`config.mk`:
```
export PLATFORM = sky130hd
export DESIGN_NAME = slic_top
export DESIGN_NICKNAME = d
export VERILOG_FILES = /design/src/slic_pkg.sv /design/src/slic_top.sv
export SDC_FILE = /design/constraint.sdc
export NUM_CORES = 1
export LEC_CHECK = 0
export BUFFER_PORTS_ARGS = -buffer_cell sky130_fd_sc_hd__buf_2
export CAP_MARGIN = 10
export CORE_ASPECT_RATIO = 1.4
export CORE_MARGIN = 2
export CORE_UTILIZATION = 46
export DETAILED_ROUTE_END_ITERATION = 16
export PLACE_DENSITY = 0.85
export SYNTH_ARGS = -nofsm -noshare
export SYNTH_HDL_FRONTEND = slang
export SYNTH_SLANG_ARGS = --single-unit
```
`constraint.sdc`:
```
create_clock -name clk_sys -period 3.3 [get_ports clk_sys]
set_input_delay 0.33 -clock clk_sys [delete_from_list [all_inputs] [get_ports clk_sys]]
set_output_delay 0.33 -clock clk_sys [all_outputs]
set_load 0.05 [all_outputs]
```
`src/slic_pkg.sv`:
```
package slic_pkg;

  // Parallel interface widths and register bus width.
  localparam int PIPE_WIDTH = 16;
  localparam int PIPE_K_WIDTH = 2;
  localparam int ULPI_WIDTH = 8;
  localparam int BUS_WIDTH = 32;
  localparam int ADDR_WIDTH = 8;

  // Register byte addresses.
  localparam logic [7:0] CTRL_ADDR = 8'h00;
  localparam logic [7:0] STATUS_ADDR = 8'h04;
  localparam logic [7:0] FREQ_ADDR = 8'h08;

  // Control register fields and reset value.
  localparam int CTRL_ISOLATE_BIT = 0;
  localparam logic [31:0] CTRL_RESET = 32'h0000_0000;

  // Status register field positions.
  localparam int STAT_EXT_CLK_BIT = 0;
  localparam int STAT_REF_CODE_LSB = 1;
  localparam int STAT_PIPE_W_BIT = 3;
  localparam int STAT_ULPI_W_BIT = 4;
  localparam int STAT_ISO_STRAP_BIT = 5;
  localparam int STAT_ISOLATE_BIT = 6;
  localparam int STAT_STRAP_ERR_BIT = 7;
  localparam int STAT_CAPTURED_BIT = 8;

  // Positions of the straps on the shared ULPI data pins.
  localparam int ULPI_ISO_BIT = 7;
  localparam int ULPI_WIDTH_BIT = 6;
  localparam int ULPI_REF_HI_BIT = 5;
  localparam int ULPI_REF_LO_BIT = 4;

  // Reference frequency codes and their frequencies in MHz.
  localparam logic [1:0] REF_CODE_20 = 2'h0;
  localparam logic [1:0] REF_CODE_25 = 2'h1;
  localparam logic [1:0] REF_CODE_30 = 2'h2;
  localparam logic [7:0] FREQ_20_MHZ = 8'h14;
  localparam logic [7:0] FREQ_25_MHZ = 8'h19;
  localparam logic [7:0] FREQ_30_MHZ = 8'h1e;
  localparam logic [7:0] FREQ_40_MHZ = 8'h28;

  // Bus responses.
  localparam logic [1:0] RESP_OKAY = 2'h0;
  localparam logic [1:0] RESP_SLVERR = 2'h2;

  // Strap decisions held after capture.
  typedef struct packed {
    logic       captured;
    logic       extClockSelect;
    logic [1:0] refFreqCode;
    logic       parallelWidth;
    logic       ulpiWidth;
    logic       isolateStrap;
  } slic_strap_type;

  // Parallel transmit word with its control-character flags.
  typedef struct packed {
    logic [PIPE_WIDTH-1:0]   data;
    logic [PIPE_K_WIDTH-1:0] dataK;
  } slic_tx_type;

  // Parallel receive word with its flags.
  typedef struct packed {
    logic [PIPE_WIDTH-1:0]   data;
    logic [PIPE_K_WIDTH-1:0] dataK;
    logic                    valid;
  } slic_rx_type;

  // Whole state of the block.
  typedef struct packed {
    slic_strap_type          strap;
    logic                    isolate;
    logic                    awHeld;
    logic [ADDR_WIDTH-1:0]   awAddr;
    logic                    wHeld;
    logic [BUS_WIDTH-1:0]    wData;
    logic [3:0]              wStrb;
    logic                    bvalid;
    logic [1:0]              bresp;
    logic                    rvalid;
    logic [BUS_WIDTH-1:0]    rdata;
    logic [1:0]              rresp;
    slic_tx_type             tx;
    slic_rx_type             rx;
    logic                    rxElecIdleOut;
    logic                    rxElecIdleOe;
    logic                    phyStatusOut;
    logic                    phyStatusOe;
    logic [ULPI_WIDTH-1:0]   ulpiOut;
    logic [ULPI_WIDTH-1:0]   ulpiOe;
    logic [ULPI_WIDTH-1:0]   ulpiIn;
  } slic_state_type;

endpackage : slic_pkg

```
`src/slic_top.sv`:
```
`timescale 1ns/10ps
// How it works
// Capture all straps at reset release, hold.
// Low reset clears everything asynchronously.
// Clock strap: 0 crystal, 1 external clock.
// Board holds parallel width strap low.
// Board holds ULPI width strap low.
// Frequency code 00/01/10 means 20/25/30 MHz.
// Isolate strap high enters isolate mode.
// Isolated: parallel transmit inputs are ignored.
// Isolated: clock and receive outputs tri-stated.
// Isolated: ULPI side keeps working normally.
// Clearing isolate bit restores parallel interface.
// Captured pins resume functions; settings stay.
// Frequency code 11 means 40 MHz.
module slic_top #(
  parameter int PIPE_W = slic_pkg::PIPE_WIDTH,
  parameter int ULPI_W = slic_pkg::ULPI_WIDTH
) (
  input  wire logic                          clk_sys,
  input  wire logic                          rst_b,
  // Register bus.
  input  wire logic                          awvalid,
  output logic                               awready,
  input  wire logic [slic_pkg::ADDR_WIDTH-1:0] awaddr,
  input  wire logic                          wvalid,
  output logic                               wready,
  input  wire logic [slic_pkg::BUS_WIDTH-1:0] wdata,
  input  wire logic [3:0]                    wstrb,
  output logic                               bvalid,
  input  wire logic                          bready,
  output logic [1:0]                         bresp,
  input  wire logic                          arvalid,
  output logic                               arready,
  input  wire logic [slic_pkg::ADDR_WIDTH-1:0] araddr,
  output logic                               rvalid,
  input  wire logic                          rready,
  output logic [slic_pkg::BUS_WIDTH-1:0]     rdata,
  output logic [1:0]                         rresp,
  // Shared strap pins.
  input  wire logic                          extClockSelectStrapIn,
  output logic                               extClockSelectStrapOut,
  output logic                               extClockSelectStrapOe,
  input  wire logic                          parallelWidthStrapIn,
  output logic                               parallelWidthStrapOut,
  output logic                               parallelWidthStrapOe,
  input  wire logic [ULPI_W-1:0]             ulpiDataIn,
  output logic [ULPI_W-1:0]                  ulpiDataOut,
  output logic [ULPI_W-1:0]                  ulpiDataOe,
  // Pin functions of the shared pins, from and to the core.
  input  wire logic                          coreRxElecIdle,
  input  wire logic                          corePhyStatus,
  input  wire logic [ULPI_W-1:0]             coreUlpiData,
  input  wire logic                          coreUlpiDrive,
  output logic [ULPI_W-1:0]                  coreUlpiRx,
  // Parallel transmit side.
  input  wire slic_pkg::slic_tx_type         pipeTxIn,
  output slic_pkg::slic_tx_type              coreTx,
  // Parallel receive side.
  input  wire slic_pkg::slic_rx_type         coreRx,
  output slic_pkg::slic_rx_type              pipeRxOut,
  output logic                               pipeRxOe,
  input  wire logic                          corePclk,
  output logic                               pclkOut,
  output logic                               pclkOe,
  // Applied settings.
  output logic                               extClockSelect,
  output logic [1:0]                         refFreqCode,
  output logic [7:0]                         refFreqMhz,
  output logic                               strapError
);

  // Only the documented widths are served by the strap positions and structs.
  if (PIPE_W != slic_pkg::PIPE_WIDTH || ULPI_W != slic_pkg::ULPI_WIDTH) begin : gWidthCheck
    $error("slic_top: unsupported parallel or ULPI width");
  end

  slic_pkg::slic_state_type state;
  slic_pkg::slic_state_type next_state;
  logic [7:0]               freqMhz;
  logic [31:0]              statusWord;

  // Frequency lookup from the latched code.
  always_comb begin
    case (state.strap.refFreqCode)
      slic_pkg::REF_CODE_20: freqMhz = slic_pkg::FREQ_20_MHZ;
      slic_pkg::REF_CODE_25: freqMhz = slic_pkg::FREQ_25_MHZ;
      slic_pkg::REF_CODE_30: freqMhz = slic_pkg::FREQ_30_MHZ;
      default:               freqMhz = slic_pkg::FREQ_40_MHZ;
    endcase
  end

  // Status word shows the latched straps and the live isolate state.
  always_comb begin
    statusWord = 32'h0000_0000;
    statusWord[slic_pkg::STAT_EXT_CLK_BIT] = state.strap.extClockSelect;
    statusWord[slic_pkg::STAT_REF_CODE_LSB +: 2] = state.strap.refFreqCode;
    statusWord[slic_pkg::STAT_PIPE_W_BIT] = state.strap.parallelWidth;
    statusWord[slic_pkg::STAT_ULPI_W_BIT] = state.strap.ulpiWidth;
    statusWord[slic_pkg::STAT_ISO_STRAP_BIT] = state.strap.isolateStrap;
    statusWord[slic_pkg::STAT_ISOLATE_BIT] = state.isolate;
    statusWord[slic_pkg::STAT_STRAP_ERR_BIT] = strapError;
    statusWord[slic_pkg::STAT_CAPTURED_BIT] = state.strap.captured;
  end

  // Next-state logic for straps, isolate control, pins and the bus slave.
  always_comb begin
    next_state = state;

    // The pins are sampled on the first edge after release; from then on the
    // captured flag blocks any further pin activity from reaching the settings.
    if (!state.strap.captured) begin
      next_state.strap.captured       = 1'b1;
      next_state.strap.extClockSelect = extClockSelectStrapIn;
      next_state.strap.parallelWidth  = parallelWidthStrapIn;
      next_state.strap.ulpiWidth      = ulpiDataIn[slic_pkg::ULPI_WIDTH_BIT];
      next_state.strap.refFreqCode    = {ulpiDataIn[slic_pkg::ULPI_REF_HI_BIT],
                                         ulpiDataIn[slic_pkg::ULPI_REF_LO_BIT]};
      next_state.strap.isolateStrap   = ulpiDataIn[slic_pkg::ULPI_ISO_BIT];
      next_state.isolate              = ulpiDataIn[slic_pkg::ULPI_ISO_BIT];
    end

    // Shared pins stay undriven until capture so the strap resistors win.
    next_state.rxElecIdleOut = coreRxElecIdle;
    next_state.phyStatusOut  = corePhyStatus;
    next_state.ulpiOut       = coreUlpiData;
    next_state.ulpiIn        = ulpiDataIn;
    next_state.rxElecIdleOe  = state.strap.captured;
    next_state.phyStatusOe   = state.strap.captured;
    next_state.ulpiOe        = {ULPI_W{state.strap.captured & coreUlpiDrive}};

    // Transmit words are forced to zero while isolated so junk never reaches the core.
    if (state.isolate || !state.strap.captured) begin
      next_state.tx = '0;
    end else begin
      next_state.tx = pipeTxIn;
    end
    next_state.rx = coreRx;

    // Write channel: address and data are taken independently, in either order.
    if (awvalid && awready) begin
      next_state.awHeld = 1'b1;
      next_state.awAddr = awaddr;
    end
    if (wvalid && wready) begin
      next_state.wHeld = 1'b1;
      next_state.wData = wdata;
      next_state.wStrb = wstrb;
    end
    if (state.bvalid && bready) begin
      next_state.bvalid = 1'b0;
    end
    if (state.awHeld && state.wHeld && !state.bvalid) begin
      next_state.awHeld = 1'b0;
      next_state.wHeld  = 1'b0;
      next_state.bvalid = 1'b1;
      next_state.bresp  = slic_pkg::RESP_OKAY;
      if (state.awAddr == slic_pkg::CTRL_ADDR) begin
        if (state.wStrb[0]) begin
          next_state.isolate = state.wData[slic_pkg::CTRL_ISOLATE_BIT];
        end
      end else if (state.awAddr == slic_pkg::STATUS_ADDR ||
                   state.awAddr == slic_pkg::FREQ_ADDR) begin
        next_state.bresp = slic_pkg::RESP_OKAY;
      end else begin
        next_state.bresp = slic_pkg::RESP_SLVERR;
      end
    end

    // Read channel: one read in flight, answered the cycle after it is taken.
    if (state.rvalid && rready) begin
      next_state.rvalid = 1'b0;
    end
    if (arvalid && arready) begin
      next_state.rvalid = 1'b1;
      next_state.rresp  = slic_pkg::RESP_OKAY;
      if (araddr == slic_pkg::CTRL_ADDR) begin
        next_state.rdata = 32'h0000_0000;
        next_state.rdata[slic_pkg::CTRL_ISOLATE_BIT] = state.isolate;
      end else if (araddr == slic_pkg::STATUS_ADDR) begin
        next_state.rdata = statusWord;
      end else if (araddr == slic_pkg::FREQ_ADDR) begin
        next_state.rdata = {24'h00_0000, freqMhz};
      end else begin
        next_state.rdata = 32'h0000_0000;
        next_state.rresp = slic_pkg::RESP_SLVERR;
      end
    end
  end

  // State register; reset loads constants only, the straps arrive one edge later.
  always_ff @(posedge clk_sys or negedge rst_b) begin
    if (!rst_b) begin
      state <= '0;
    end else begin
      state <= next_state;
    end
  end

  // Bus handshakes; a new write is held off until its response has been taken.
  assign awready = !state.awHeld && !state.bvalid;
  assign wready  = !state.wHeld && !state.bvalid;
  assign arready = !state.rvalid;
  assign bvalid  = state.bvalid;
  assign bresp   = state.bresp;
  assign rvalid  = state.rvalid;
  assign rdata   = state.rdata;
  assign rresp   = state.rresp;

  // Shared pin drivers.
  assign extClockSelectStrapOut = state.rxElecIdleOut;
  assign extClockSelectStrapOe  = state.rxElecIdleOe;
  assign parallelWidthStrapOut  = state.phyStatusOut;
  assign parallelWidthStrapOe   = state.phyStatusOe;
  assign ulpiDataOut            = state.ulpiOut;
  assign ulpiDataOe             = state.ulpiOe;
  assign coreUlpiRx             = state.ulpiIn;

  // Parallel side; the clock is gated only in its enable, never in its edge.
  assign coreTx    = state.tx;
  assign pipeRxOut = state.rx;
  assign pipeRxOe  = state.strap.captured && !state.isolate;
  assign pclkOut   = corePclk;
  assign pclkOe    = state.strap.captured && !state.isolate;

  // Applied settings; a set width strap cannot be served and is flagged.
  assign extClockSelect = state.strap.extClockSelect;
  assign refFreqCode    = state.strap.refFreqCode;
  assign refFreqMhz     = freqMhz;
  assign strapError     = state.strap.parallelWidth | state.strap.ulpiWidth;

endmodule : slic_top
```
==> Implementation_results.wiki <==
{| class="wikitable"
! Metric !! Value
|-
| Outcome || finished clean
|-
| Number of failing setup endpoints in the final timing report || 0
|-
| List of cells traversed by the critical path || nor2b_1 > buf_4 > buf_2
|-
| Die Wd || 81.1 microns
|-
| Unique cell type count in the Yosys netlist || 35
|-
| Resized cells post-CTS || 0
|-
| Comb power frac || 0.240
|-
| Internal Dissipation || 2.11 mW
|-
| Clock skew || 0.00794 ns
|-
| FMAX || 0.515 GHz
|-
| Cell row count || 39
|-
| Synth top area share || 0.588
|-
| Hold violation count in the final report || 0
|-
| Count of boundary I/O pins || 239
|-
| Sort of element at the start of the critical path || flop
|-
| Max VDD drop || 602 uV
|-
| Most used standard cells in the synthesized netlist || sky130_fd_sc_hd__buf_4 (104), sky130_fd_sc_hd__dfrtp_1 (90), sky130_fd_sc_hd__and2_1 (19), sky130_fd_sc_hd__nand2_1 (19), sky130_fd_sc_hd__mux2_2 (15)
|-
| Maximum number of pins on one net before global-route repair || 91
|-
| Synth warn || 0
|-
| CTS tree || built
|-
| Via Count || 2320
|-
| Proportion of synthesized flip-flops having asynchronous set or reset || 1.00
|-
| Die ar. || 9090 sq um
|-
| Number of flops mapped to enable cells by yosys || 0
|-
| Synth-to-Final Area Change || 16.5%
|-
| DRC violation count after routing || 0
|-
| Post-detailed-route count of antenna-violating nets || 0
|-
| Global route overflow || 0
|-
| Clock latency reported for the late side of the worst-skew pair || 0.33 ns
|-
| Antenna violations before repair || 1
|-
| Leak pwr || 2.37 nW
|-
| Half-perimeter wire length after detailed placement || 5150 microns
|-
| Ratio of cells with drive above 1 in the final layout || 0.512
|-
| Most frequently used flop master after synthesis || sky130_fd_sc_hd__dfrtp_1
|-
| Tightest hold margin || 0.100 ns
|-
| Crit path arrival time || 1.61 ns
|-
| Routability cong. || 0.785
|-
| Clock Sinks || 90
|-
| Power per cell area || 701 nW/um^2
|-
| GR met1 Demand/Resource || 0.175
|-
| Top post-synthesis cells by area || sky130_fd_sc_hd__dfrtp_1 (59%), sky130_fd_sc_hd__buf_4 (20%), sky130_fd_sc_hd__mux2_2 (4.4%)
|-
| Clock Power Share || 0.335
|-
| Clock buffers created by TritonCTS || 9
|-
| Min-Delay Path Class || in -> reg
|-
| Met2 demand-to-capacity share in global routing || 0.264
|-
| Sum of negative setup slack || 0 ns
|-
| Most instantiated library cell after synthesis || sky130_fd_sc_hd__buf_4
|-
| Via count of the first global-routing pass || 2304
|-
| Library cell used as clock root buffer || sky130_fd_sc_hd__clkbuf_16
|-
| First-pass GRT wire length || 10700 microns
|-
| Critical path data required time || 2.97 ns
|-
| Post-synthesis cell type with the largest combined area || sky130_fd_sc_hd__dfrtp_1
|-
| Number of buffers on the longest clock path || 2
|-
| Flip-flop and latch count after synthesis || 90
|-
| Net Sw Frac || 0.325
|-
| Final Routed Wirelength || 6860 microns
|-
| Highest cell delay on the worst timing path || 0.61 ns
|-
| Unrepaired setup endpoints after global routing || no
|-
| Mean cell area of the mapped netlist || 12.3 sq um
|-
| Number of buffers added for setup after CTS || 0
|-
| Peak fanout along the critical path || 20
|-
| DRT Pass-1 Iters || 4
|-
| Htree depth || 3
|-
| Reported max-cap violation count || 0
|-
| Standard cell core area || 8150 sq um
|-
| Drt via density || 4.45
|-
| Final critical-path share of the clock period || 0.588
|-
| Net switching power || 1.02 mW
|-
| Sequential power share || 0.425
|-
| 1st-iter DRT viols || 76
|-
| Most congested layer reported by global routing || met2
|-
| Slowest-stage cell, CP || sky130_fd_sc_hd__dfrtp_1
|-
| Max Slew Vio Count || 0
|-
| Post-Syn Instances || 311
|-
| Setup Crit Path Kind || reg -> out
|-
| Post-layout minimum cycle time || 1.94 ns
|-
| GRT met3 Usage || 0.0357
|-
| Sequential element share of the synthesized area || 0.588
|-
| Initial core utilization || 0.470
|-
| Nets || 533
|-
| Total standard cell area after synthesis || 3830 sq um
|-
| Overall routing resource usage || 0.158
|-
| Kind of end point of the critical path || output pin
|-
| Die Y || 112 microns
|-
| Clock transition at the registers of the reported paths || 0.06 ns
|-
| Number of buffers added on ports || 175
|-
| Hold bufs inserted after CTS || 0
|-
| Wire length per cell || 13.2 microns
|}
-- cells in the final DEF (no fill, tap or decap), drive strengths merged --
master,count
and2,20
nand2,20
a32oi,1
nor2b,5
mux2i,1
a22oi,3
clkinv,2
buf,177
diode,1
nand4,2
a41oi,1
o21ai,4
o21bai,1
dfrtp,90
and2b,1
a21oi,3
clkbuf,9
dlygate4sd3,1
nand3,1
or2,2
nor2,7
nor3b,3
conb,28
a2bb2oi,1
inv,4
mux2,16
and3b,1
clkinvlp,1
o21a,1
bufinv,2
o31ai,6
nand2b,2
nor4,2
-- final timing paths --
kind                                      from        endpoint  slack, ns  depth (start not counted)
worst max-delay path            next_state[24]        pipeRxOe       1.36                          3
worst min-delay path                 coreRx[4]    pipeRxOut[4]       0.10                          1
worst max register to register          bvalid      state[149]       1.95                          3
worst min register to register        rdata[5]        rdata[5]       0.48                          2
max in group asynchronous                rst_b  ulpiDataOut[6]       2.21                          3
min in group asynchronous                rst_b       coreTx[9]       0.47                          2
-- stage by stage --
step / cells / setup WS (ns) / cell area, sq um / total power, mW / util
after detailed placement: 504 / 1.68 / 4120 / 2.10 / 0.505
after global placement: 504 / 1.70 / 4120 / 2.08 / 0.505
after CTS: 518 / 1.31 / 4420 / 3.17 / 0.543
final: 521 / 1.36 / 4460 / 3.13 / 0.548
after global routing: 520 / 1.24 / 4460 / 3.27 / 0.547
after floorplan: 337 / 1.13 / 3930 / 2.02 / -
-- state kept, by name, summed over array words and instances, names as in the netlist --
name                    flops
pipeRxOut                  19
coreTx                     18
state                      16
rdata                       9
coreUlpiRx                  8
ulpiDataOut                 8
refFreqCode                 2
bresp                       1
bvalid                      1
extClockSelect              1
extClockSelectStrapOut      1
next_state                  1
parallelWidthStrapOe        1
parallelWidthStrapOut       1
rresp                       1
rvalid                      1
ulpiDataOe                  1
-- power groups by stage --
stage	clock [mW]	combinational (mW)	sequential (mW)
detailed placement	0	0.751	1.35
finish	1.05	0.752	1.33
global route	1.12	0.799	1.35
global placement	0	0.738	1.34
CTS	1.08	0.753	1.33
floorplan	0	0.654	1.36
-- layer usage --
layer	wire, microns	vias up
met5	0	-
met4	233	0
met3	439	16
met2	3680	109
met1	2500	1119
li1	-	1076
-- logic make-up (layout without fill, tap and decap cells) --
group | count (synthesis) | after routing | synth area share
flip-flops | 90 | 90 | 0.588
multiplexers | 17 | 17 | 0.0506
buffers and inverters | 115 | 196 | 0.220
AND/OR/NAND/NOR | 66 | 66 | 0.103
AO/OA/AOI/OAI | 21 | 21 | 0.0375
other | 2 | 29 | 0.00196
-- critical path: cells and delay by family, from the launching register on --
family	cells	cell delay, ns
flip-flops	1	0.61
buffers and inverters	2	0.49
AND/OR/NAND/NOR	1	0.18
-- cell type report --
cell class / instances / area, sq um
fill: 707 / 3690
multi-input combinational: 132 / 836
sequential: 90 / 2250
timing repair buffer: 178 / 923
clock inverter: 5 / 81.3
inverter: 4 / 15.0
tap: 102 / 128
antenna: 1 / 2.50
clock buffer: 9 / 225
(Power assumes the default switching activity.)
